===== config.mk =====
export PLATFORM = sky130hd
export DESIGN_NAME = pmb_addr_busy
export DESIGN_NICKNAME = d
export VERILOG_FILES = /design/src/core/pmb_pkg.sv /design/src/core/pmb_strap_addr.sv /design/src/core/pmb_addr_busy.sv
export VERILOG_INCLUDE_DIRS = /design/src /design/src/core
export SDC_FILE = /design/constraint.sdc
export NUM_CORES = 1
export LEC_CHECK = 0
export ABC_AREA = 1
export CORE_ASPECT_RATIO = 1.25
export CORE_UTILIZATION = 35
export DETAILED_ROUTE_END_ITERATION = 10
export DONT_BUFFER_PORTS = 1
export HOLD_SLACK_MARGIN = 0.02
export PLACE_DENSITY_LB_ADDON = 0.3
export SLEW_MARGIN = 5
export SYNTH_ARGS = -nofsm -noshare
export SYNTH_HDL_FRONTEND = slang
export SYNTH_SLANG_ARGS = --single-unit
export TNS_END_PERCENT = 50

===== constraint.sdc =====
create_clock -name core_clk -period 4.9 [get_ports core_clk]
set_input_delay 0.98 -clock core_clk [delete_from_list [all_inputs] [get_ports core_clk]]
set_output_delay 0.98 -clock core_clk [all_outputs]
set_load 0.02 [all_outputs]

===== src/core/pmb_defs.svh =====
// constants for the pmbus slave address and busy logic
`ifndef PMB_DEFS_SVH
`define PMB_DEFS_SVH

// core clock rate in kHz (10 MHz)
`define PMB_CLK_KHZ 10000

// addressing
`define PMB_BASE_RST 7'h5C
`define PMB_GLOBAL_ADDR 7'h5B
`define PMB_ARA_ADDR 7'h0C
`define PMB_STRAP_MULT 3
`define PMB_OFFSET_MAX 8

// common-status command code and its ready bit
`define PMB_STATUS_CMD_RST 8'hF0
`define PMB_READY_BIT 6

// busy times as printed, in ms or us
`define PMB_T_STORE_MS 100
`define PMB_T_RESTORE_MS 30
`define PMB_T_LOG_CLEAR_MS 175
`define PMB_T_LOG_STORE_MS 20
`define PMB_T_LOG_RESTORE_MS 2
`define PMB_T_NVM_MS 100
`define PMB_T_CFG_US 50
`define PMB_T_CLR_US 500

// cycle counts derived from the times
`define PMB_CYC_MS(t) ((t) * `PMB_CLK_KHZ)
`define PMB_CYC_US(t) (((t) * `PMB_CLK_KHZ) / 1000)

// busy counter width
`define PMB_CNT_W 24

`endif


===== src/core/pmb_pkg.sv =====
// types shared by the pmbus slave address and busy logic
package pmb_pkg;

	// internal operations that the command core reports
	typedef enum logic [3:0] {
		PMB_OP_STORE,
		PMB_OP_RESTORE,
		PMB_OP_LOG_CLEAR,
		PMB_OP_LOG_STORE,
		PMB_OP_LOG_RESTORE,
		PMB_OP_NVM_ERASE,
		PMB_OP_NVM_DATA,
		PMB_OP_CFG_WRITE,
		PMB_OP_CLEAR_FAULTS
	} pmb_op_t;

	// bus-side sequencer states
	typedef enum logic [3:0] {
		PMB_ST_IDLE,
		PMB_ST_ADDR,
		PMB_ST_ADDR_ACK,
		PMB_ST_CMD,
		PMB_ST_CMD_ACK,
		PMB_ST_WDATA,
		PMB_ST_WDATA_ACK,
		PMB_ST_TX,
		PMB_ST_TX_ACK,
		PMB_ST_SKIP
	} pmb_state_t;

endpackage


===== src/core/pmb_strap_addr.sv =====
// strap decode and base address register giving the slave address
`timescale 1ns/1ns
`include "pmb_defs.svh"
module pmb_strap_addr (
	input wire logic core_clk,
	input wire logic rst,
	input wire logic [1:0] addr_strap_lo,
	input wire logic [1:0] addr_strap_hi,
	input wire logic base_wr,
	input wire logic [6:0] base_wdata,
	output logic [6:0] dev_addr
);
	import pmb_pkg::*;

	logic [6:0] base;
	logic [3:0] offset;
	logic captured;

	// level code 3 cannot come from a three-level pin; read it as open
	function automatic logic [1:0] strap_level(input logic [1:0] code);
		strap_level = (code == 2'h3) ? 2'h1 : code;
	endfunction

	// any value is accepted
	always_ff @(posedge core_clk or posedge rst) begin
		if (rst) begin
			base <= `PMB_BASE_RST;
		end else if (base_wr) begin
			base <= base_wdata;
		end
	end

	// straps are caught once, on the first edge after reset release
	always_ff @(posedge core_clk or posedge rst) begin
		if (rst) begin
			captured <= 1'b0;
			offset <= 4'h0;
		end else if (!captured) begin
			captured <= 1'b1;
			offset <= 4'(`PMB_STRAP_MULT * strap_level(addr_strap_hi))
				+ {2'h0, strap_level(addr_strap_lo)};
		end
	end

	// base plus 0..8, wrapping in 7 bits
	always_ff @(posedge core_clk or posedge rst) begin
		if (rst) begin
			dev_addr <= `PMB_BASE_RST;
		end else begin
			dev_addr <= 7'(base + {3'h0, offset});
		end
	end
endmodule


===== src/core/pmb_addr_busy.sv =====
// pmbus slave address decode, command acceptance and busy tracking
//
// Notes on behaviour
// - slave address is the stored base plus strap offset 0 to 8.
// - offset is three times upper strap level plus lower strap level.
// - base address register takes any value; resets to 0x5C.
// - global address 0x5B is always answered.
// - alert response address 0x0C is always answered on reads.
// - busy: ACK address, NACK command, drop it, set busy fault, pull alert.
// - common-status command is accepted even while busy, with no fault.
// - bit 6 of the common-status byte is high only when not busy.
// - stay busy after memory operations for their listed durations.
// - configuration style writes keep the device busy for 50 us.
// - clear-faults never makes busy; flags clear after 500 us.
// - status busy flag is set whenever a command is rejected.
// - optional error check byte and group commands pass as data bytes.
`timescale 1ns/1ns
`include "pmb_defs.svh"
module pmb_addr_busy #(
	parameter logic [7:0] STATUS_CMD = `PMB_STATUS_CMD_RST,
	parameter int STORE_CYC = `PMB_CYC_MS(`PMB_T_STORE_MS),
	parameter int RESTORE_CYC = `PMB_CYC_MS(`PMB_T_RESTORE_MS),
	parameter int LOG_CLEAR_CYC = `PMB_CYC_MS(`PMB_T_LOG_CLEAR_MS),
	parameter int LOG_STORE_CYC = `PMB_CYC_MS(`PMB_T_LOG_STORE_MS),
	parameter int LOG_RESTORE_CYC = `PMB_CYC_MS(`PMB_T_LOG_RESTORE_MS),
	parameter int NVM_CYC = `PMB_CYC_MS(`PMB_T_NVM_MS),
	parameter int CLR_CYC = `PMB_CYC_US(`PMB_T_CLR_US)
) (
	input wire logic core_clk,
	input wire logic rst,
	input wire logic scl_in,
	input wire logic sda_in,
	output logic sda_out,
	output logic sda_oe,
	input wire logic alert_n_in,
	output logic alert_n_out,
	output logic alert_n_oe,
	input wire logic [1:0] addr_strap_lo,
	input wire logic [1:0] addr_strap_hi,
	input wire logic base_wr,
	input wire logic [6:0] base_wdata,
	output logic [6:0] dev_addr,
	output logic cmd_valid,
	output logic [7:0] cmd_code,
	output logic wr_valid,
	output logic [7:0] wr_data,
	input wire logic [7:0] rd_data,
	output logic rd_take,
	output logic txn_end,
	input wire logic [7:0] status_in,
	input wire logic op_req,
	input wire pmb_pkg::pmb_op_t op_kind,
	output logic busy,
	output logic busy_fault,
	output logic faults_clr,
	output logic alert_seen
);
	import pmb_pkg::*;

	localparam int CFG_CYC = `PMB_CYC_US(`PMB_T_CFG_US);
	localparam int CNT_MAX = 2 ** `PMB_CNT_W;

	// counters are sized once; larger defaults would silently wrap
	if (STORE_CYC < 1 || STORE_CYC >= CNT_MAX || RESTORE_CYC < 1 ||
		RESTORE_CYC >= CNT_MAX || LOG_CLEAR_CYC < 1 || LOG_CLEAR_CYC >= CNT_MAX ||
		LOG_STORE_CYC < 1 || LOG_STORE_CYC >= CNT_MAX || LOG_RESTORE_CYC < 1 ||
		LOG_RESTORE_CYC >= CNT_MAX || NVM_CYC < 1 || NVM_CYC >= CNT_MAX ||
		CLR_CYC < 1 || CLR_CYC >= CNT_MAX) begin : g_bad_count
		$error("pmb_addr_busy: busy count out of range");
	end

	////////////////////////////////////////////////////////////////////////
	// bus conditions

	pmb_state_t state;
	logic scl_q;
	logic sda_q;
	logic [2:0] bit_cnt;
	logic [7:0] shreg;
	logic ack_half;
	logic is_read;
	logic ara_hit;
	logic cmd_ok;
	logic [7:0] cmd_reg;
	logic master_ack;
	logic [`PMB_CNT_W-1:0] busy_cnt;
	logic [`PMB_CNT_W-1:0] clr_cnt;

	logic scl_rise;
	logic scl_fall;
	logic start_c;
	logic stop_c;
	logic [6:0] addr7;
	logic addr_hit;
	logic cmd_done;
	logic [7:0] cmd_now;
	logic cmd_accept;
	logic data_done;
	logic [7:0] status_byte;
	logic [7:0] tx_byte;
	logic tx_from_core;

	// pins are synchronous, so one stage of history is enough
	always_ff @(posedge core_clk or posedge rst) begin
		if (rst) begin
			scl_q <= 1'b1;
			sda_q <= 1'b1;
		end else begin
			scl_q <= scl_in;
			sda_q <= sda_in;
		end
	end

	assign scl_rise = scl_in & ~scl_q;
	assign scl_fall = ~scl_in & scl_q;
	assign start_c = scl_in & scl_q & sda_q & ~sda_in;
	assign stop_c = scl_in & scl_q & ~sda_q & sda_in;

	// eighth address bit is the read flag, still on sda_in
	assign addr7 = shreg[6:0];
	assign addr_hit = (addr7 == dev_addr)
		| (addr7 == `PMB_GLOBAL_ADDR)
		| ((addr7 == `PMB_ARA_ADDR) & sda_in);

	assign cmd_done = (state == PMB_ST_CMD) & scl_rise & (bit_cnt == 3'h7);
	assign cmd_now = {shreg[6:0], sda_in};
	// only the status command slips past a busy device
	assign cmd_accept = ~busy | (cmd_now == STATUS_CMD);
	assign data_done = (state == PMB_ST_WDATA) & scl_rise & (bit_cnt == 3'h7);

	// ready bit replaces whatever the core puts there
	assign status_byte = {status_in[7], ~busy, status_in[5:0]};
	assign tx_from_core = ~ara_hit & ~(cmd_ok & (cmd_reg == STATUS_CMD));
	assign tx_byte = ara_hit ? {dev_addr, 1'b0} :
		(tx_from_core ? rd_data : status_byte);

	////////////////////////////////////////////////////////////////////////
	// slave sequencer

	always_ff @(posedge core_clk or posedge rst) begin
		if (rst) begin
			state <= PMB_ST_IDLE;
			bit_cnt <= 3'h0;
			shreg <= 8'h00;
			ack_half <= 1'b0;
			is_read <= 1'b0;
			ara_hit <= 1'b0;
			cmd_ok <= 1'b0;
			cmd_reg <= 8'h00;
			master_ack <= 1'b0;
			sda_oe <= 1'b0;
		end else if (start_c) begin
			// repeated start keeps cmd_reg for the combined read
			state <= PMB_ST_ADDR;
			bit_cnt <= 3'h0;
			ack_half <= 1'b0;
			sda_oe <= 1'b0;
		end else if (stop_c) begin
			state <= PMB_ST_IDLE;
			sda_oe <= 1'b0;
		end else begin
			unique case (state)
				PMB_ST_IDLE, PMB_ST_SKIP: begin
				end
				PMB_ST_ADDR: begin
					if (scl_rise) begin
						shreg <= {shreg[6:0], sda_in};
						bit_cnt <= bit_cnt + 3'h1;
						if (bit_cnt == 3'h7) begin
							is_read <= sda_in;
							ara_hit <= (addr7 == `PMB_ARA_ADDR) & sda_in;
							if (!sda_in) begin
								cmd_ok <= 1'b0;
							end
							state <= addr_hit ? PMB_ST_ADDR_ACK : PMB_ST_SKIP;
						end
					end
				end
				PMB_ST_ADDR_ACK: begin
					// the address is acknowledged even while busy
					if (scl_fall) begin
						if (!ack_half) begin
							ack_half <= 1'b1;
							sda_oe <= 1'b1;
						end else begin
							ack_half <= 1'b0;
							bit_cnt <= 3'h0;
							if (is_read) begin
								shreg <= tx_byte;
								sda_oe <= ~tx_byte[7];
								state <= PMB_ST_TX;
							end else begin
								sda_oe <= 1'b0;
								state <= PMB_ST_CMD;
							end
						end
					end
				end
				PMB_ST_CMD: begin
					if (scl_rise) begin
						shreg <= cmd_now;
						bit_cnt <= bit_cnt + 3'h1;
						if (bit_cnt == 3'h7) begin
							cmd_reg <= cmd_now;
							cmd_ok <= cmd_accept;
							state <= PMB_ST_CMD_ACK;
						end
					end
				end
				PMB_ST_CMD_ACK: begin
					// a rejected command is left unacknowledged and dropped
					if (scl_fall) begin
						if (!ack_half) begin
							ack_half <= 1'b1;
							sda_oe <= cmd_ok;
						end else begin
							ack_half <= 1'b0;
							sda_oe <= 1'b0;
							bit_cnt <= 3'h0;
							state <= cmd_ok ? PMB_ST_WDATA : PMB_ST_SKIP;
						end
					end
				end
				PMB_ST_WDATA: begin
					if (scl_rise) begin
						shreg <= {shreg[6:0], sda_in};
						bit_cnt <= bit_cnt + 3'h1;
						if (bit_cnt == 3'h7) begin
							state <= PMB_ST_WDATA_ACK;
						end
					end
				end
				PMB_ST_WDATA_ACK: begin
					// data and check bytes alike are acknowledged
					if (scl_fall) begin
						if (!ack_half) begin
							ack_half <= 1'b1;
							sda_oe <= 1'b1;
						end else begin
							ack_half <= 1'b0;
							sda_oe <= 1'b0;
							bit_cnt <= 3'h0;
							state <= PMB_ST_WDATA;
						end
					end
				end
				PMB_ST_TX: begin
					if (scl_fall) begin
						bit_cnt <= bit_cnt + 3'h1;
						if (bit_cnt == 3'h7) begin
							sda_oe <= 1'b0;
							state <= PMB_ST_TX_ACK;
						end else begin
							shreg <= {shreg[6:0], 1'b0};
							sda_oe <= ~shreg[6];
						end
					end
				end
				PMB_ST_TX_ACK: begin
					if (scl_rise) begin
						master_ack <= ~sda_in;
					end else if (scl_fall) begin
						bit_cnt <= 3'h0;
						if (master_ack) begin
							shreg <= tx_byte;
							sda_oe <= ~tx_byte[7];
							state <= PMB_ST_TX;
						end else begin
							state <= PMB_ST_SKIP;
						end
					end
				end
			endcase
		end
	end

	// the pins are only ever pulled low
	assign sda_out = 1'b0;
	assign alert_n_out = 1'b0;

	////////////////////////////////////////////////////////////////////////
	// strobes towards the command core

	always_ff @(posedge core_clk or posedge rst) begin
		if (rst) begin
			cmd_valid <= 1'b0;
			cmd_code <= 8'h00;
			wr_valid <= 1'b0;
			wr_data <= 8'h00;
			rd_take <= 1'b0;
			txn_end <= 1'b0;
		end else begin
			cmd_valid <= cmd_done & cmd_accept;
			if (cmd_done) begin
				cmd_code <= cmd_now;
			end
			wr_valid <= data_done;
			if (data_done) begin
				wr_data <= {shreg[6:0], sda_in};
			end
			// a core byte is consumed when it is loaded for sending
			rd_take <= scl_fall & tx_from_core & (((state == PMB_ST_ADDR_ACK)
				& ack_half & is_read) | ((state == PMB_ST_TX_ACK) & master_ack));
			txn_end <= stop_c & (state != PMB_ST_IDLE) & (state != PMB_ST_SKIP);
		end
	end

	////////////////////////////////////////////////////////////////////////
	// busy timing

	function automatic logic [`PMB_CNT_W-1:0] busy_len(input pmb_op_t kind);
		unique case (kind)
			PMB_OP_STORE: busy_len = `PMB_CNT_W'(STORE_CYC);
			PMB_OP_RESTORE: busy_len = `PMB_CNT_W'(RESTORE_CYC);
			PMB_OP_LOG_CLEAR: busy_len = `PMB_CNT_W'(LOG_CLEAR_CYC);
			PMB_OP_LOG_STORE: busy_len = `PMB_CNT_W'(LOG_STORE_CYC);
			PMB_OP_LOG_RESTORE: busy_len = `PMB_CNT_W'(LOG_RESTORE_CYC);
			PMB_OP_NVM_ERASE, PMB_OP_NVM_DATA: busy_len = `PMB_CNT_W'(NVM_CYC);
			PMB_OP_CFG_WRITE: busy_len = `PMB_CNT_W'(CFG_CYC);
			default: busy_len = `PMB_CNT_W'(0);
		endcase
	endfunction

	// the core raises op_req at the stop that ends the command
	always_ff @(posedge core_clk or posedge rst) begin
		if (rst) begin
			busy_cnt <= `PMB_CNT_W'(0);
			busy <= 1'b0;
		end else if (op_req && op_kind != PMB_OP_CLEAR_FAULTS) begin
			busy_cnt <= busy_len(op_kind);
			busy <= 1'b1;
		end else if (busy_cnt != `PMB_CNT_W'(0)) begin
			busy_cnt <= busy_cnt - `PMB_CNT_W'(1);
			busy <= busy_cnt != `PMB_CNT_W'(1);
		end
	end

	// clear-faults runs beside command traffic and never sets busy
	always_ff @(posedge core_clk or posedge rst) begin
		if (rst) begin
			clr_cnt <= `PMB_CNT_W'(0);
			faults_clr <= 1'b0;
		end else begin
			faults_clr <= clr_cnt == `PMB_CNT_W'(1);
			if (op_req && op_kind == PMB_OP_CLEAR_FAULTS) begin
				clr_cnt <= `PMB_CNT_W'(CLR_CYC);
			end else if (clr_cnt != `PMB_CNT_W'(0)) begin
				clr_cnt <= clr_cnt - `PMB_CNT_W'(1);
			end
		end
	end

	////////////////////////////////////////////////////////////////////////
	// busy fault and alert

	// a rejection in the clearing cycle wins, so the fault is not lost
	always_ff @(posedge core_clk or posedge rst) begin
		if (rst) begin
			busy_fault <= 1'b0;
			alert_n_oe <= 1'b0;
		end else if (cmd_done && !cmd_accept) begin
			busy_fault <= 1'b1;
			alert_n_oe <= 1'b1;
		end else if (faults_clr) begin
			busy_fault <= 1'b0;
			alert_n_oe <= 1'b0;
		end
	end

	// line level seen back, useful when several devices share the alert wire
	always_ff @(posedge core_clk or posedge rst) begin
		if (rst) begin
			alert_seen <= 1'b0;
		end else begin
			alert_seen <= ~alert_n_in;
		end
	end

	pmb_strap_addr u_strap (
		.core_clk(core_clk),
		.rst(rst),
		.addr_strap_lo(addr_strap_lo),
		.addr_strap_hi(addr_strap_hi),
		.base_wr(base_wr),
		.base_wdata(base_wdata),
		.dev_addr(dev_addr)
	);
endmodule


=== Word-level counts from Yosys, hierarchy flattened ===
Memories as Yosys holds them, arrays and structs flattened.
Index checks and enable logic that the tools add are counted.

* Add/sub/neg operators: 5
* Multiply operators: 1
* Equality and inequality tests: 59
* Mux-type cells: 79
* Bitwise logic cells: 38
* Reductions and logical operators: 28

{| class="wikitable"
|+ Operators with widths
! cell !! number
|-
| $mux 24 || 5
|-
| $mux 4 || 21
|-
| $ne 4x4->1 const B || 17
|-
| $mux 7 || 9
|-
| $reduce_bool 24->1 || 2
|-
| $sub 24x1->24 const B || 2
|-
| $pmux 4 s8 || 1
|-
| $pmux 7 s4 || 1
|-
| $mux 3 || 9
|-
| $mux 1 || 26
|-
| $ne 2x2->1 const B || 13
|-
| $eq 24x1->1 const B || 1
|-
| $ne 24x1->1 const B || 1
|-
| $reduce_and 8->1 || 3
|-
| $and 1x1->1 || 22
|-
| $reduce_and 17->1 || 1
|-
| $eq 4x3->1 const B || 4
|-
| $eq 8x8->1 const B || 2
|-
| $mux 8 || 2
|-
| $not 1->1 || 12
|-
| $pmux 3 s4 || 1
|-
| $reduce_and 12->1 || 1
|-
| $reduce_bool 2->1 || 6
|-
| $reduce_and 5->1 || 2
|-
| 29 further kinds || 46
|}

* Flip-flop bits (word level): 121
* ROM bits: 144
* Input port bits: 38
* Output and inout port bits: 35
* Logic and storage cells: 239
* Memories: 1

{| class="wikitable"
|+ Memory list
! memory !! words !! bits a word !! read ports !! clocked after Yosys merged registers in !! wr ports !! RTL line !! source
|-
| (no name shown) || 8 || 18 || 1 || 0 || 0 || pmb_addr_busy.sv:312 || <nowiki>unique case (kind)</nowiki>
|}

=== Depth between registers and ports, before layout ===
* Word-level depth: 13
* Mapped depth: 12

=== Cells and area by module ===
A second synthesis with hierarchy kept.

* Cells, all modules: 927
* Area, all modules: 7021.7 µm²

{| class="wikitable"
|+ By module, submodules not included
! module !! times used !! cells an instance !! area an instance (µm²) !! sequential area each (µm²)
|-
| pmb_addr_busy || 1 || 845 || 6099.6 || 2555.0
|-
| pmb_strap_addr || 1 || 82 || 922.1 || 485.5
|}

=== Worst setup path after synthesis ===
Ideal clock, no wire load.

* Kind: input port to flip-flop
* Start: in addr_strap_hi[1]
* End: reg u_strap.offset[2]
* Data arrival time: 2.318 ns
* Data required time: 4.817 ns
* Setup slack: 2.500 ns
* Cell stages on the path: 6
* Cells stage by stage: or2_2 ha_1 ha_1 inv_1 fa_1 o21ai_0

* Longest elaborated chain between the ends: 4

{| class="wikitable"
|+ Ends and longest elaborated chain
! item !! RTL line !! source
|-
| start, declared || pmb_addr_busy.sv:39 || <nowiki>input wire logic [1:0] addr_strap_hi,</nowiki>
|-
| $eq 2x2->1 || pmb_strap_addr.sv:21 || <nowiki>strap_level = (code == 2'h3) ? 2'h1 : code;</nowiki>
|-
| $mux 2 (*) || pmb_strap_addr.sv:21 ||
|-
| $mul 2x2->4 (no line) (*) || n/a ||
|-
| $add 4x2->4 (*) || pmb_strap_addr.sv:40 || <nowiki>offset <= 4'(`PMB_STRAP_MULT * strap_level(addr_strap_hi))</nowiki>
|-
| end signal, assigned || pmb_strap_addr.sv:40 ||
|-
| end, declared || pmb_strap_addr.sv:16 || <nowiki>logic [3:0] offset;</nowiki>
|}

Every way passes the cells marked *; elsewhere a longest branch is shown, timed or not.
A chain may end at the register's enable or synchronous reset.

=== Worst setup path in the final report ===
* Start: in op_kind[1]
* End: reg clr_cnt[8]

* Longest elaborated chain between the ends: 3

{| class="wikitable"
|+ Ends and longest elaborated chain
! item !! RTL line !! source
|-
| start, declared || pmb_addr_busy.sv:52 || <nowiki>input wire pmb_pkg::pmb_op_t op_kind,</nowiki>
|-
| $eq 4x4->1 (*) || pmb_addr_busy.sv:345 || <nowiki>if (op_req && op_kind == PMB_OP_CLEAR_FAULTS) begin</nowiki>
|-
| $logic_and 1x1->1 (*) || pmb_addr_busy.sv:345 ||
|-
| $mux 24 or $reduce_bool 2->1 (tied branches) || n/a ||
|-
| end signal, assigned || pmb_addr_busy.sv:341 || <nowiki>clr_cnt <= `PMB_CNT_W'(0);</nowiki>
|-
| end signal, assigned || pmb_addr_busy.sv:346 || <nowiki>clr_cnt <= `PMB_CNT_W'(CLR_CYC);</nowiki>
|-
| end signal, assigned || pmb_addr_busy.sv:348 || <nowiki>clr_cnt <= clr_cnt - `PMB_CNT_W'(1);</nowiki>
|-
| end, declared || pmb_addr_busy.sv:87 || <nowiki>logic [`PMB_CNT_W-1:0] clr_cnt;</nowiki>
|}

Marks and branches as above.

==> flow_summary.json <==
{
  "top_regs": "busy_cnt x24, clr_cnt x24",
  "grt_max_degree": 75,
  "dp_cells": 1205,
  "die_height_um": 161,
  "hpwl_mm": 13.2,
  "grt.total_usage_pct": 17.8,
  "syn_area_um2": 7060,
  "cts_buffer_depth": 2,
  "crit_fanout": 11,
  "cts.sinks": 121,
  "num_vias": 5967,
  "cpPeakStageDelay_ns": 0.59,
  "dpl-instance-area_um2": 7330,
  "cellLeakagePower_nw": 3.98,
  "ys.warnings.count": 0,
  "fin_skew_ns": 0.00856,
  "crit_start": "op_kind[1]",
  "finalSetupViolCount": 0,
  "drtIter0Drc": 366,
  "rows": 57,
  "core_um2": 19600,
  "wl_per_cell_um": 14.1,
  "grt-ovfl-total": 0,
  "insertion_delay_ns": 0.42,
  "final_cell_mix": "nand2_1 (266), nor2_1 (131), inv_1 (111), dfrtp_1 (111), nand3_1 (69)",
  "power.density_nw_per_um2": 478,
  "clock.fmax_mhz": 392,
  "finalPower_mw": 3.80,
  "cp-start-kind": "input pin",
  "relSlewSlack_pct": 38.5,
  "final_max_slew_viol_count": 0,
  "min-delay-start": "cmd_reg[7]",
  "drcViolationCount": 0,
  "rsz0062_at_grt": "false",
  "die-area_um2": 20700,
  "critical_path.cell_chain": "inv_1 > ha_1 > nand3_1 > nor2_1 > inv_1 > nand4_1 > o31ai_1 > inv_1",
  "area_growth_pct": 12.6,
  "path_clk_slew_ns": 0.06,
  "drtAntennaViolNets": 0,
  "fin_tns_setup_ns": 0,
  "worstHoldPathCells": 2,
  "ys_seq_elements": 121,
  "n_antenna_cell": 0,
  "final_common_cell": "nand2_1",
  "cp.arrival_ns": 2.92,
  "dr.pass1.iters": 5,
  "holdBufCountCts": 0,
  "critical_path_class": "input pin to flop",
  "crit_path_end_kind": "flop",
  "cts-buffers-inserted": 17,
  "min_period_ns": 2.55,
  "gp_congestion": 0.922,
  "worst_path_most_repeated_cell": "inv_1",
  "worst_pin_slew_ns": 0.922,
  "r2r-start": "clr_cnt[0]",
  "synth-seq-area-share_pct": 43.1,
  "antenna_found_initial": 0,
  "worstHoldEndpoint": "cmd_reg[7]",
  "min_path_type": "flop to flop",
  "initial_core_util_pct": 36.0,
  "num-nets-final": 1018,
  "r2r_cells": 7,
  "cts-resized-gates": 0,
  "cap_violations": 0,
  "avgSynthCellArea_um2": 7.40,
  "r2r-end": "clr_cnt[1]",
  "io_pins": 73,
  "cts_tree": "done",
  "final_hold_viol_count": 0,
  "status": "complete, no violations",
  "dieWidth_um": 129,
  "synthCells": 953,
  "ctsRootBufferMaster": "clkbuf_16",
  "cts_setup_buffers": 0,
  "drive_gt1_share_pct": 8.95,
  "layout.cells.non_filler": 1237,
  "slowest_stage": "nor2_1",
  "io_buffers": 0,
  "htree_num_levels": 4,
  "finalCritPeriodShare_pct": 52.1,
  "fillers": 2065,
  "r2r_slack_ns": 2.64,
  "grt_pass1_wl_mm": 28.6,
  "wirelength_mm": 17.4,
  "vias_per_cell": 4.82,
  "required_ns": 5.26,
  "synth.distinct_cells": 43,
  "vdd_ir_drop_max_mv": 0.245,
  "grt_pass1_vias": 5717,
  "fin_area_um2": 7950
}
synthesized netlist by cell type:
cell type / n / area share, %
nor4_2: 1 / 0.18
o211ai_1: 3 / 0.32
nor3b_1: 2 / 0.21
xnor2_1: 7 / 0.87
inv_4: 1 / 0.089
nor2_8: 1 / 0.28
buf_2: 6 / 0.43
nand4_2: 1 / 0.18
o22ai_1: 1 / 0.089
inv_1: 112 / 6.0
nand2_2: 4 / 0.35
o21a_1: 1 / 0.11
mux2_2: 5 / 0.80
fa_1: 2 / 0.57
nor2_4: 3 / 0.48
nand3_2: 3 / 0.43
ha_1: 19 / 3.4
a21oi_1: 37 / 2.6
dfstp_2: 10 / 3.7
o31ai_1: 3 / 0.32
nand3_1: 69 / 4.9
nand4_1: 18 / 1.6
o21bai_1: 2 / 0.21
nand2_1: 266 / 14
dfrtp_1: 111 / 39
conb_1: 2 / 0.11
a31oi_1: 2 / 0.18
nor3_1: 16 / 1.1
nand3b_1: 8 / 0.85
a22oi_1: 1 / 0.11
o21ai_0: 40 / 2.8
clkbuf_1: 7 / 0.37
nor2_2: 6 / 0.53
o21ai_1: 9 / 0.64
or2_2: 7 / 0.62
xor2_1: 21 / 2.6
inv_2: 4 / 0.21
nor4b_1: 1 / 0.12
nor3_2: 4 / 0.57
nor2_1: 131 / 7.0
or2_0: 1 / 0.089
buf_1: 1 / 0.053
buf_4: 4 / 0.43
critical path: cells and delay by family:
kind,cells,cell delay [ns]
simple gates,3,1.04
compound gates,1,0.11
fa+ha+maj,1,0.24
buf+inv,3,0.54
metal layers:
metal	vias up	track usage (%)	part of all wire (%)
li1	3038	-	-
met1	2780	21.4	44
met2	125	30.5	50
met3	24	3.93	4.4
met4	0	7.11	1.8
met5	-	0	0
report_power, final:
group / leakage, nW / switching, mW / internal, mW / total (mW)
Combinational: 2.15 / 0.702 / 0.379 / 1.08
Sequential: 1.53 / 0.244 / 1.18 / 1.42
Clock: 0.297 / 0.476 / 0.815 / 1.29
Total: 3.98 / 1.42 / 2.37 / 3.80
stage by stage:
step                worst slack, ns  utilization [%]  hold slack (ns)
floorplan                     0.722                -            0.442
global placement               1.95             37.4            0.454
detailed placement             1.86             37.4            0.463
CTS                            2.31             40.5            0.477
global route                   2.12             40.5            0.497
finish                         2.35             40.5            0.471
cells by family (layout without fill, tap and decap cells):
group | after synthesis | in the layout | share of synthesized area, %
flops | 121 | 121 | 43.1
other cells | 2 | 3 | 0.106
compound gates | 99 | 99 | 7.43
fa+ha+maj | 21 | 21 | 3.94
simple gates | 542 | 542 | 33.6
xor+xnor | 28 | 28 | 3.48
mux | 5 | 5 | 0.798
buf+inv | 135 | 153 | 7.54
how the worst max path moves through the flow:
stage / endpoint / slack, ns / cells after the start
global placement: clr_cnt[7] / 1.95 / 8
CTS: clr_cnt[7] / 2.31 / 8
finish: clr_cnt[8] / 2.35 / 8
global route: clr_cnt[8] / 2.12 / 8
floorplan: ack_half / 0.72 / 1
detailed placement: clr_cnt[8] / 1.86 / 8
area by class of cell:
| cell class | instances | area, um2 | share of cell area [%] |
|---|---|---|---|
| Clock buffer | 18 | 439 | 5.53 |
| Clock inverter | 14 | 173 | 2.17 |
| Inverter | 117 | 444 | 5.59 |
| Multi-Input combinational cell | 698 | 3490 | 43.9 |
| Sequential cell | 121 | 3040 | 38.3 |
| Tap cell | 265 | 332 | 4.17 |
| Timing Repair Buffer | 4 | 30.0 | 0.378 |
Power figures use the tool's default switching activity.
